<file path="config.mk">
export PLATFORM = sky130hd
export DESIGN_NAME = card_irq_pm
export DESIGN_NICKNAME = d
export VERILOG_FILES = /design/src/design/irq_pm_pkg.sv /design/src/design/card_irq_pm.sv /design/src/design/sync2.sv /design/src/design/irq_pin_drv.sv
export SDC_FILE = /design/constraint.sdc
export NUM_CORES = 1
export LEC_CHECK = 0
export BUFFER_PORTS_ARGS = -buffer_cell sky130_fd_sc_hd__buf_4
export CELL_PAD_IN_SITES_DETAIL_PLACEMENT = 1
export CELL_PAD_IN_SITES_GLOBAL_PLACEMENT = 1
export CORE_MARGIN = 10
export CORE_UTILIZATION = 47
export CTS_BUF_LIST = sky130_fd_sc_hd__clkbuf_8
export DETAILED_ROUTE_END_ITERATION = 8
export PLACE_DENSITY = 0.95
export SLEW_MARGIN = 30
export SYNTH_ARGS = -nofsm -noshare
export SYNTH_HDL_FRONTEND = slang
export SYNTH_SLANG_ARGS = --single-unit
</file>
<file path="constraint.sdc">
create_clock -name clock -period 6.1 [get_ports clock]
set_input_delay 0.915 -clock clock [delete_from_list [all_inputs] [get_ports clock]]
set_output_delay 0.915 -clock clock [all_outputs]
set_load 0.005 [all_outputs]
</file>
<file path="src/design/irq_pm_pkg.sv">
// shared constants and types for card interrupt steering and power modes
// assumes one 200 MHz clock; no register bus, control bits arrive as ports
package irq_pm_pkg;

	// pin and socket counts
	localparam int NUM_PINS    = 10;
	localparam int NUM_SOCKETS = 2;
	localparam int SEL_W       = 4;
	localparam int CSC_W       = 4;
	localparam int CTL_W       = 8;

	// dual-function pins (interrupt 14 and 15)
	localparam int PIN_EXT_CLK = 8;
	localparam int PIN_RING    = 9;

	// power/clock control register fields and reset value
	localparam int          PCC_EXT_CLK = 0;
	localparam int          PCC_DYN     = 1;
	localparam int          PCC_SUSPEND = 2;
	localparam int          PCC_RING    = 7;
	localparam logic [7:0]  PCC_RESET   = 8'h02;

	// general control bits that both gate ring indicate
	localparam int GEN_RI_A = 5;
	localparam int GEN_RI_B = 7;

	// status change source positions in each socket field
	localparam int CSC_DETECT = 0;
	localparam int CSC_BVD2   = 1;
	localparam int CSC_STSCHG = 2;
	localparam int CSC_RDY    = 3;

	// timing: least times, rounded up to whole cycles
	localparam int CLK_MHZ         = 200;
	localparam int IDLE_NS         = 1000;
	localparam int IDLE_CYC        = (IDLE_NS * CLK_MHZ + 999) / 1000;
	localparam int SHARE_PULSE_NS  = 100;
	localparam int SHARE_PULSE_CYC =
		(SHARE_PULSE_NS * CLK_MHZ + 999) / 1000;

	// power mode states
	typedef enum logic [1:0] {
		PM_RUN     = 2'b00,
		PM_IDLE    = 2'b01,
		PM_SUSPEND = 2'b10
	} pm_state_t;

	// selectors 0 and 11 to 15 route nowhere, k from 1 to 10 routes to pin k-1
	function automatic logic [NUM_PINS-1:0] route_mask(
		input logic [SEL_W-1:0] sel);
		logic [NUM_PINS-1:0] m;
		m = '0;
		for (int i = 0; i < NUM_PINS; i++) begin
			if (sel == SEL_W'(i + 1)) begin
				m[i] = 1'b1;
			end
		end
		return m;
	endfunction : route_mask

endpackage : irq_pm_pkg

</file>
<file path="src/design/card_irq_pm.sv">
// card and management interrupt steering plus chip power-mode control
// assumes card pins are asynchronous; control bits come from same-clock
// register logic; pads resolve each pin from its output and enable

module card_irq_pm
	import irq_pm_pkg::*;
#(
	parameter int NS        = irq_pm_pkg::NUM_SOCKETS,
	parameter int IDLE_CNT  = irq_pm_pkg::IDLE_CYC,
	parameter int PULSE_CNT = irq_pm_pkg::SHARE_PULSE_CYC
) (
	// clock and reset
	input  wire logic                         clock,
	input  wire logic                         rst_b,
	// power/clock control register
	input  wire logic                         pwr_ctl_wr,
	input  wire logic [7:0]                   pwr_ctl_wdata,
	output logic      [7:0]                   pwr_ctl_r,
	// per-socket control bits
	input  wire logic [NS-1:0]                card_pci_route,
	input  wire logic [NS-1:0]                mgmt_pci_route,
	input  wire logic [NS*irq_pm_pkg::CTL_W-1:0] gen_ctl,
	input  wire logic [NS-1:0]                card_is_io,
	// steering
	input  wire logic [NS*irq_pm_pkg::SEL_W-1:0] card_irq_sel,
	input  wire logic [NS*irq_pm_pkg::SEL_W-1:0] mgmt_irq_sel,
	input  wire logic [irq_pm_pkg::NUM_PINS-1:0] pin_od_cfg,
	input  wire logic [irq_pm_pkg::NUM_PINS-1:0] pin_share_cfg,
	// status change enable, clear and flags
	input  wire logic [NS*irq_pm_pkg::CSC_W-1:0] csc_en,
	input  wire logic [NS*irq_pm_pkg::CSC_W-1:0] csc_clr,
	output logic      [NS*irq_pm_pkg::CSC_W-1:0] csc_status_r,
	// card pins
	input  wire logic [2*NS-1:0]              card_detect_n,
	input  wire logic [NS-1:0]                rdy_ireq,
	input  wire logic [NS-1:0]                bvd1_stschg_n,
	input  wire logic [NS-1:0]                bvd2,
	// socket supply control and voltage sense
	input  wire logic [4*NS-1:0]              sock_pwr_ctl,
	output logic      [4*NS-1:0]              sock_pwr_r,
	input  wire logic [2*NS-1:0]              volt_sense,
	output logic      [2*NS-1:0]              volt_status_r,
	// activity
	input  wire logic                         pci_active,
	input  wire logic                         card_bus_busy,
	input  wire logic                         card_access_req,
	input  wire logic                         reg_access,
	// interrupt pins
	output logic      [irq_pm_pkg::NUM_PINS-1:0] irq_pin_o,
	output logic      [irq_pm_pkg::NUM_PINS-1:0] irq_pin_oe,
	input  wire logic                         ext_clk_pin,
	output logic                              ring_indicate_out_n,
	// power state
	output logic                              core_clk_en_r,
	output logic                              core_tick_r,
	output logic                              card_hold_r,
	output logic                              card_access_en_r,
	output pm_state_t                         pm_state_r
);

	import irq_pm_pkg::*;

	localparam int IN_W  = 7 * NS + 1;
	localparam int CNT_W = $clog2(IDLE_CNT + 1);

	logic [IN_W-1:0]           pins_raw;
	logic [IN_W-1:0]           pins_s;
	logic [IN_W-1:0]           pins_d_r;
	logic [1:0]                settle_r;
	logic [2*NS-1:0]           cd_s;
	logic [NS-1:0]             ireq_s;
	logic [NS-1:0]             stschg_s;
	logic [NS-1:0]             bvd2_s;
	logic [NS-1:0]             ireq_d;
	logic [NS-1:0]             stschg_d;
	logic [NS-1:0]             bvd2_d;
	logic [2*NS-1:0]           cd_d;
	logic                      ext_s;
	logic                      ext_d;
	logic [NS*CSC_W-1:0]       csc_set;
	logic [NS-1:0]             inserted;
	logic [NS-1:0]             card_irq;
	logic [NS-1:0]             mgmt_irq;
	logic                      cd_evt;
	logic [NUM_PINS-1:0]       pin_req;
	logic [NUM_PINS-1:0]       pin_routed;
	logic [NUM_PINS-1:0]       pin_od;
	logic                      ring_n_nxt;
	logic                      ext_mode;
	logic                      ring_mode;
	logic                      dyn_en;
	logic                      susp;
	logic                      activity;
	pm_state_t                 pm_nxt;
	logic [CNT_W-1:0]          idle_cnt_r;

	// every card pin crosses two flip-flops first
	assign pins_raw = {ext_clk_pin, volt_sense, bvd2, bvd1_stschg_n,
		rdy_ireq, card_detect_n};

	sync2 #(
		.W (IN_W)
	) u_sync (
		.clock (clock),
		.rst_b (rst_b),
		.d     (pins_raw),
		.q     (pins_s)
	);

	// field slices of synchronised and previous pin levels
	assign cd_s     = pins_s[2*NS-1:0];
	assign ireq_s   = pins_s[3*NS-1:2*NS];
	assign stschg_s = pins_s[4*NS-1:3*NS];
	assign bvd2_s   = pins_s[5*NS-1:4*NS];
	assign ext_s    = pins_s[7*NS];
	assign cd_d     = pins_d_r[2*NS-1:0];
	assign ireq_d   = pins_d_r[3*NS-1:2*NS];
	assign stschg_d = pins_d_r[4*NS-1:3*NS];
	assign bvd2_d   = pins_d_r[5*NS-1:4*NS];
	assign ext_d    = pins_d_r[7*NS];

	// previous levels; events held off until synchronisers settle
	always_ff @(posedge clock or negedge rst_b) begin
		if (!rst_b) begin
			pins_d_r <= '0;
			settle_r <= '0;
		end else begin
			pins_d_r <= pins_s;
			if (settle_r != 2'h3) begin
				settle_r <= settle_r + 2'h1;
			end
		end
	end

	// power/clock control register, writable even in suspend
	always_ff @(posedge clock or negedge rst_b) begin
		if (!rst_b) begin
			pwr_ctl_r <= PCC_RESET;
		end else if (pwr_ctl_wr) begin
			pwr_ctl_r <= pwr_ctl_wdata;
		end
	end

	assign ext_mode  = pwr_ctl_r[PCC_EXT_CLK];
	assign ring_mode = pwr_ctl_r[PCC_RING];
	assign dyn_en    = pwr_ctl_r[PCC_DYN];
	assign susp      = pwr_ctl_r[PCC_SUSPEND];

	// card and status change events per socket
	always_comb begin
		csc_set  = '0;
		inserted = '0;
		card_irq = '0;
		cd_evt   = 1'b0;
		for (int s = 0; s < NS; s++) begin
			inserted[s] = ~cd_s[2*s] & ~cd_s[2*s+1];
			if (settle_r == 2'h3) begin
				csc_set[s*CSC_W+CSC_DETECT] =
					(cd_s[2*s+:2] != cd_d[2*s+:2]);
				csc_set[s*CSC_W+CSC_BVD2] =
					~card_is_io[s] & (bvd2_s[s] ^ bvd2_d[s]);
				csc_set[s*CSC_W+CSC_STSCHG] =
					stschg_s[s] ^ stschg_d[s];
				csc_set[s*CSC_W+CSC_RDY] =
					~card_is_io[s] & (ireq_s[s] ^ ireq_d[s]);
			end
			cd_evt = cd_evt | csc_set[s*CSC_W+CSC_DETECT];
			// io card pulls its request line low
			card_irq[s] = card_is_io[s] & inserted[s] & ~ireq_s[s];
		end
		csc_set = csc_set & csc_en;
	end

	// sticky change flags; a new event beats a clear in the same cycle
	always_ff @(posedge clock or negedge rst_b) begin
		if (!rst_b) begin
			csc_status_r <= '0;
		end else begin
			csc_status_r <= (csc_status_r & ~csc_clr) | csc_set;
		end
	end

	// any pending flag of a socket raises its management interrupt
	always_comb begin
		for (int s = 0; s < NS; s++) begin
			mgmt_irq[s] = |csc_status_r[s*CSC_W+:CSC_W];
		end
	end

	// steering of both classes to pins; runs ungated, also in suspend
	always_comb begin
		logic [NUM_PINS-1:0] cm;
		logic [NUM_PINS-1:0] mm;
		cm         = '0;
		mm         = '0;
		pin_req    = '0;
		pin_routed = '0;
		pin_od     = pin_od_cfg;
		for (int s = 0; s < NS; s++) begin
			cm = route_mask(card_irq_sel[s*SEL_W+:SEL_W]);
			mm = route_mask(mgmt_irq_sel[s*SEL_W+:SEL_W]);
			pin_routed = pin_routed | cm | mm;
			pin_req = pin_req | (cm & {NUM_PINS{card_irq[s]}})
				| (mm & {NUM_PINS{mgmt_irq[s]}});
			if (card_pci_route[s]) begin
				pin_od = pin_od | cm;
			end
			if (mgmt_pci_route[s]) begin
				pin_od = pin_od | mm;
			end
		end
	end

	// ring level: status change of accepting io sockets, active low
	always_comb begin
		ring_n_nxt = 1'b1;
		for (int s = 0; s < NS; s++) begin
			if (card_is_io[s] && gen_ctl[s*CTL_W+GEN_RI_A]
				&& gen_ctl[s*CTL_W+GEN_RI_B]) begin
				ring_n_nxt = ring_n_nxt & stschg_s[s];
			end
		end
	end

	always_ff @(posedge clock or negedge rst_b) begin
		if (!rst_b) begin
			ring_indicate_out_n <= 1'b1;
		end else begin
			ring_indicate_out_n <= ~ring_mode | ring_n_nxt;
		end
	end

	// one driver per pin; the dual pins switch function on control bits
	for (genvar i = 0; i < NUM_PINS; i++) begin : g_pin
		irq_pin_drv #(
			.PULSE_CYC (PULSE_CNT)
		) u_drv (
			.clock      (clock),
			.rst_b      (rst_b),
			.req        (pin_req[i]),
			.routed     (pin_routed[i]),
			.open_drain (pin_od[i]),
			.share      (pin_share_cfg[i]),
			.force_off  ((i == PIN_EXT_CLK) && ext_mode),
			.force_on   ((i == PIN_RING) && ring_mode),
			.force_val  (ring_n_nxt),
			.pin_o      (irq_pin_o[i]),
			.pin_oe     (irq_pin_oe[i])
		);
	end

	// anything that must wake the core
	assign activity = card_bus_busy | card_access_req | reg_access
		| cd_evt;

	// power mode transitions
	always_comb begin
		pm_nxt = pm_state_r;
		case (pm_state_r)
			PM_RUN: begin
				if (susp) begin
					pm_nxt = PM_SUSPEND;
				end else if (dyn_en && !activity
					&& idle_cnt_r == CNT_W'(IDLE_CNT - 1)) begin
					pm_nxt = PM_IDLE;
				end
			end
			PM_IDLE: begin
				if (susp) begin
					pm_nxt = PM_SUSPEND;
				end else if (!dyn_en || activity) begin
					pm_nxt = PM_RUN;
				end
			end
			PM_SUSPEND: begin
				if (!susp) begin
					pm_nxt = PM_RUN;
				end
			end
			default: begin
				pm_nxt = PM_RUN;
			end
		endcase
	end

	// state and quiet-time counter; idle entry needs a full quiet time
	always_ff @(posedge clock or negedge rst_b) begin
		if (!rst_b) begin
			pm_state_r <= PM_RUN;
			idle_cnt_r <= '0;
		end else begin
			pm_state_r <= pm_nxt;
			if (pm_state_r != PM_RUN || activity || !dyn_en) begin
				idle_cnt_r <= '0;
			end else if (idle_cnt_r != CNT_W'(IDLE_CNT - 1)) begin
				idle_cnt_r <= idle_cnt_r + 1'b1;
			end
		end
	end

	// clock gating and card bus controls; nothing here stalls the host
	always_ff @(posedge clock or negedge rst_b) begin
		if (!rst_b) begin
			core_clk_en_r    <= 1'b1;
			core_tick_r      <= 1'b1;
			card_hold_r      <= 1'b0;
			card_access_en_r <= 1'b1;
		end else begin
			core_clk_en_r    <= (pm_nxt == PM_RUN);
			// external clock edges pace the core while the host bus rests
			core_tick_r      <= (pm_nxt == PM_RUN)
				&& (pci_active || !ext_mode
				|| (ext_s && !ext_d));
			card_hold_r      <= (pm_nxt != PM_RUN);
			card_access_en_r <= (pm_nxt != PM_SUSPEND);
		end
	end

	// supply control passes through untouched by any power mode
	always_ff @(posedge clock or negedge rst_b) begin
		if (!rst_b) begin
			sock_pwr_r    <= '0;
			volt_status_r <= '0;
		end else begin
			sock_pwr_r    <= sock_pwr_ctl;
			volt_status_r <= pins_s[7*NS-1:5*NS];
		end
	end

endmodule : card_irq_pm

</file>
<file path="src/design/sync2.sv">
// two-stage synchroniser for a vector of pin inputs
// assumes each bit is an independent level from outside the clock domain
module sync2 #(
	parameter int W = 1
) (
	// clock and reset
	input  wire logic         clock,
	input  wire logic         rst_b,
	// raw and synchronised levels
	input  wire logic [W-1:0] d,
	output logic      [W-1:0] q
);

	logic [W-1:0] meta_r;

	// first stage feeds only the second
	always_ff @(posedge clock or negedge rst_b) begin
		if (!rst_b) begin
			meta_r <= '0;
			q      <= '0;
		end else begin
			meta_r <= d;
			q      <= meta_r;
		end
	end

endmodule : sync2

</file>
<file path="src/design/irq_pin_drv.sv">
// one interrupt pin driver: open-drain, totem-pole or pulse-and-release
// assumes the pad resolves level from pin_o and pin_oe
module irq_pin_drv
	import irq_pm_pkg::*;
#(
	parameter int PULSE_CYC = irq_pm_pkg::SHARE_PULSE_CYC
) (
	// clock and reset
	input  wire logic clock,
	input  wire logic rst_b,
	// request and configuration
	input  wire logic req,
	input  wire logic routed,
	input  wire logic open_drain,
	input  wire logic share,
	// alternate pin functions
	input  wire logic force_off,
	input  wire logic force_on,
	input  wire logic force_val,
	// pad
	output logic      pin_o,
	output logic      pin_oe
);

	localparam int CW = $clog2(PULSE_CYC + 1);

	logic          req_d_r;
	logic [CW-1:0] cnt_r;
	logic [CW-1:0] cnt_nxt;
	logic          rise;

	assign rise = req & ~req_d_r;

	// pulse length counter, started by a rising request
	always_comb begin
		cnt_nxt = cnt_r;
		if (rise && share && !open_drain) begin
			cnt_nxt = CW'(PULSE_CYC);
		end else if (cnt_r != '0) begin
			cnt_nxt = cnt_r - 1'b1;
		end
	end

	always_ff @(posedge clock or negedge rst_b) begin
		if (!rst_b) begin
			req_d_r <= 1'b0;
			cnt_r   <= '0;
		end else begin
			req_d_r <= req;
			cnt_r   <= cnt_nxt;
		end
	end

	// pad drive per mode
	always_ff @(posedge clock or negedge rst_b) begin
		if (!rst_b) begin
			pin_o  <= 1'b0;
			pin_oe <= 1'b0;
		end else if (force_off) begin
			pin_o  <= 1'b0;
			pin_oe <= 1'b0;
		end else if (force_on) begin
			pin_o  <= force_val;
			pin_oe <= 1'b1;
		end else if (!routed) begin
			pin_o  <= 1'b0;
			pin_oe <= ~open_drain;
		end else if (open_drain) begin
			pin_o  <= 1'b0;
			pin_oe <= req;
		end else if (share) begin
			pin_o  <= 1'b1;
			pin_oe <= (cnt_nxt != '0);
		end else begin
			pin_o  <= req;
			pin_oe <= 1'b1;
		end
	end

endmodule : irq_pin_drv

</file>
==> impl_metrics.env <==
export IMPL_seqPwrFrac=0.437
export IMPL_synth_xor_area_frac=0.0362
export IMPL_grt_usage=0.221
export IMPL_fill_cells=1892
export IMPL_mappedNetlistArea_um2=8230
export IMPL_synthSimpleGateAreaFrac=0.255
export IMPL_reg2reg_to="g_pin[0].u_drv.pin_oe"
export IMPL_gr_total_overflow=0
export IMPL_synth_distinct_cells=76
export IMPL_num_rows=48
export IMPL_ctsRootBufferMaster="clkbuf_8"
export IMPL_dpl_hpwl_um=19500
export IMPL_cts_sinks=166
export IMPL_antenna_found_initial=1
export IMPL_cts_resized=0
export IMPL_htree_levels=4
export IMPL_max_cap_violations=0
export IMPL_leakagePower_nw=4.51
export IMPL_cts_buffers=17
export IMPL_outcome="completed"
export IMPL_drt_pass1_iter_count=7
export IMPL_clkLatencyLatePin_ns=0.49
export IMPL_powerDensity_nw_per_um2=361
export IMPL_dpl_worst_slack_ns=3.20
export IMPL_combPwrFrac=0.327
export IMPL_yosys_warnings=0
export IMPL_grt_pass1_wl_um=41800
export IMPL_drtIter0Drc=511
export IMPL_internal_power_w=0.00220
export IMPL_wire_per_inst_um=22.0
export IMPL_clockBufferDepth=2
export IMPL_cp_arrival_ns=2.79
export IMPL_rsz0062_at_grt="no"
export IMPL_fmax_mhz=410
export IMPL_grt_pass1_vias=7863
export IMPL_synthArstFlopShare=1.00
export IMPL_postSynthAreaPerCell_um2=10.2
export IMPL_synthTopCellsByArea="dfrtp_1 (49%), nor2_1 (3.7%), nor3_1 (2.7%)"
export IMPL_die_w_um=152
export IMPL_gp_congestion=0.915
export IMPL_critPathRequiredTime_ns=6.45
export IMPL_synth_edf_count=0
export IMPL_cts_tree="yes"
export IMPL_min_path_type="reg2reg"
export IMPL_synth_most_common_cell="dfrtp_1"
export IMPL_syn_inst=810
export IMPL_p_sw_w=0.00136
export IMPL_cts_hold_buf=0
export IMPL_setup_tns_ns=0
export IMPL_worst_slew_pin_slew_ns=0.923
export IMPL_rr_startpoint="g_pin[0].u_drv.cnt_r[0]"
export IMPL_r2r_setup_slack_ns=3.69
export IMPL_cts_setup_buffers=0
export IMPL_synth_seq_cells=166
export IMPL_maxSlewHeadroom=0.376
export IMPL_hp_start="u_sync.q[11]"
export IMPL_worst_slack_ns=3.66
export IMPL_synth_top_area_share=0.489
export IMPL_final_nets=1063
export IMPL_start_kind="input port"
export IMPL_vias=6965
export IMPL_synth_ff_type="dfrtp_1"
export IMPL_skew_ns=0.0155
export IMPL_hold_violations=0
export IMPL_drc_errors=0
export IMPL_clkTransAtPathRegs_ns=0.10
export IMPL_p_total_w=0.00356
export IMPL_synth_fa_ha_area_frac=0.0182
export IMPL_critPathCaptureType="flop"
export IMPL_dieArea_um2=23200
export IMPL_peakVddDrop_v=0.000176
export IMPL_synth_mux_area_frac=0.0172
export IMPL_hold_depth=0
export IMPL_yosysSeqAreaShare=0.505
export IMPL_report_final_slew_viol_count=0
export IMPL_coreArea_um2=17200
export IMPL_period_needed_ns=2.44
export IMPL_start_util=0.478
export IMPL_clkPwrFrac=0.237
export IMPL_via_per_inst=5.91
export IMPL_swShare=0.381
export IMPL_reg2regPathDepth=7
export IMPL_worst_setup_path_type="in2reg"
export IMPL_synth_top_family_by_area="simple AND/OR/NAND/NOR gates"
export IMPL_syn_to_final_growth_pct=19.6
export IMPL_pin_count=167
export IMPL_die_y_um=152
export IMPL_drive_gt1_frac=0.247
export IMPL_synth_compound_gate_area_share=0.109
export IMPL_final_setup_viol_count=0
export IMPL_cp_max_fo=10
export IMPL_min_to="volt_status_r[1]"
export IMPL_synth_fp_nets=934
export IMPL_fin_crit_sh=0.400
export IMPL_port_buffers=154
export IMPL_synth_commonest_cells="dfrtp_1 (161), nor2_1 (82), inv_1 (55)"
export IMPL_ant_nets=0
export IMPL_synth_top_cell_by_area="dfrtp_1"
export IMPL_finalWirelength_um=25900
export IMPL_grt_max_degree=115
worst max-delay path by stage:
stage / depth (start not counted) / endpoint / from
3_3_place_gp: 6 / g_pin[9].u_drv.cnt_r[3] / card_irq_sel[2]
4_1_cts: 6 / g_pin[9].u_drv.pin_oe / g_pin[9].u_drv.cnt_r[0]
5_1_grt: 5 / g_pin[6].u_drv.cnt_r[1] / csc_status_r[6]
3_5_place_dp: 6 / g_pin[9].u_drv.cnt_r[0] / card_irq_sel[2]
2_1_floorplan: 6 / g_pin[9].u_drv.cnt_r[2] / card_irq_sel[6]
6_report: 5 / g_pin[0].u_drv.pin_oe / card_irq_sel[7]
worst max-delay path: stages:
cell       delay [ns]
buf_4            0.16
nor4b_1          0.74
a211oi_1         0.23
a2111oi_0        0.56
o21ai_0          0.18
layout make-up:
class                   count  area, um2  share of cell area
inverters                  55        206              0.0210
clock buffers              17        234              0.0238
clock inverters            15        188              0.0191
flip-flops and latches    166       4160               0.422
well taps                 225        282              0.0286
diodes                      1       2.50            0.000254
repair buffers            156       1180               0.120
multi-input cells         543       3600               0.365
flip-flops by register name (all words and copies together), names as in the netlist:
register,flops
card_access_en_r,1
card_hold_r,1
core_clk_en_r,1
core_tick_r,1
csc_status_r,8
g_pin.u_drv.cnt_r,50
g_pin.u_drv.pin_o,10
g_pin.u_drv.pin_oe,10
g_pin.u_drv.req_d_r,10
idle_cnt_r,8
pins_d_r,12
pm_state_r,2
pwr_ctl_r,8
ring_indicate_out_n,1
settle_r,2
sock_pwr_r,8
u_sync.meta_r,15
u_sync.q,15
volt_status_r,3
metal layers:
layer  vias to the layer above  wire length (um)  track usage
met1                      3485              9870        0.249
met3                        54              2500       0.0807
met4                         2               684       0.0885
met2                       299             12800        0.373
li1                       3125                 -            -
met5                         -                20            0
cells in the final DEF, fill, tap and decap left out, drive strengths merged, types with 6 or more instances in the layout:
| cell | Yosys | layout |
|---|---|---|
| or4b | 6 | 6 |
| nor2 | 82 | 82 |
| nand2b | 34 | 34 |
| nand4 | 10 | 10 |
| nor3 | 46 | 46 |
| clkbuf | 15 | 17 |
| nor4 | 14 | 14 |
| nor4b | 14 | 14 |
| and3 | 6 | 6 |
| a31oi | 8 | 8 |
| o21ai | 28 | 28 |
| nor2b | 24 | 24 |
| or3 | 7 | 7 |
| dfrtp | 161 | 161 |
| xnor2 | 18 | 18 |
| or4 | 8 | 8 |
| ha | 12 | 12 |
| o22ai | 18 | 18 |
| mux2 | 9 | 9 |
| nand3 | 37 | 37 |
| nand2 | 27 | 27 |
| buf | 31 | 156 |
| a21oi | 14 | 14 |
| a211oi | 12 | 12 |
| inv | 55 | 62 |
| or2 | 8 | 8 |
| xor2 | 16 | 16 |
| nand3b | 8 | 8 |
| or3b | 6 | 6 |
metrics by stage:
step / std cells / area [um2] / utilization / hold WS, ns
after global routing: 1177 / 9850 / 0.571 / 0.367
final: 1178 / 9850 / 0.571 / 0.358
after floorplan: 810 / 8230 / - / 0.331
after detailed placement: 1145 / 9410 / 0.546 / 0.338
after CTS: 1177 / 9830 / 0.570 / 0.361
after global placement: 1145 / 9410 / 0.546 / 0.332
logic make-up (layout without fill, tap and decap cells):
family	after synthesis	after routing
DFF	166	166
and+or+nand+nor	356	356
xor gates and xnor gates	34	34
other	0	1
muxes	13	13
buffers and inverters	101	243
adders and majority gates	12	12
AOI/OAI and AO/OA	128	128
power groups by stage:
stage                     combinational (W)  clock, W  sequential [W]
final                               0.00116  0.000843         0.00155
after global routing                0.00130  0.000907         0.00159
after CTS                           0.00116  0.000858         0.00155
after detailed placement            0.00115         0         0.00157
after global placement              0.00106         0         0.00155
after floorplan                    0.000833         0         0.00150
Power figures use the tool's default switching activity.
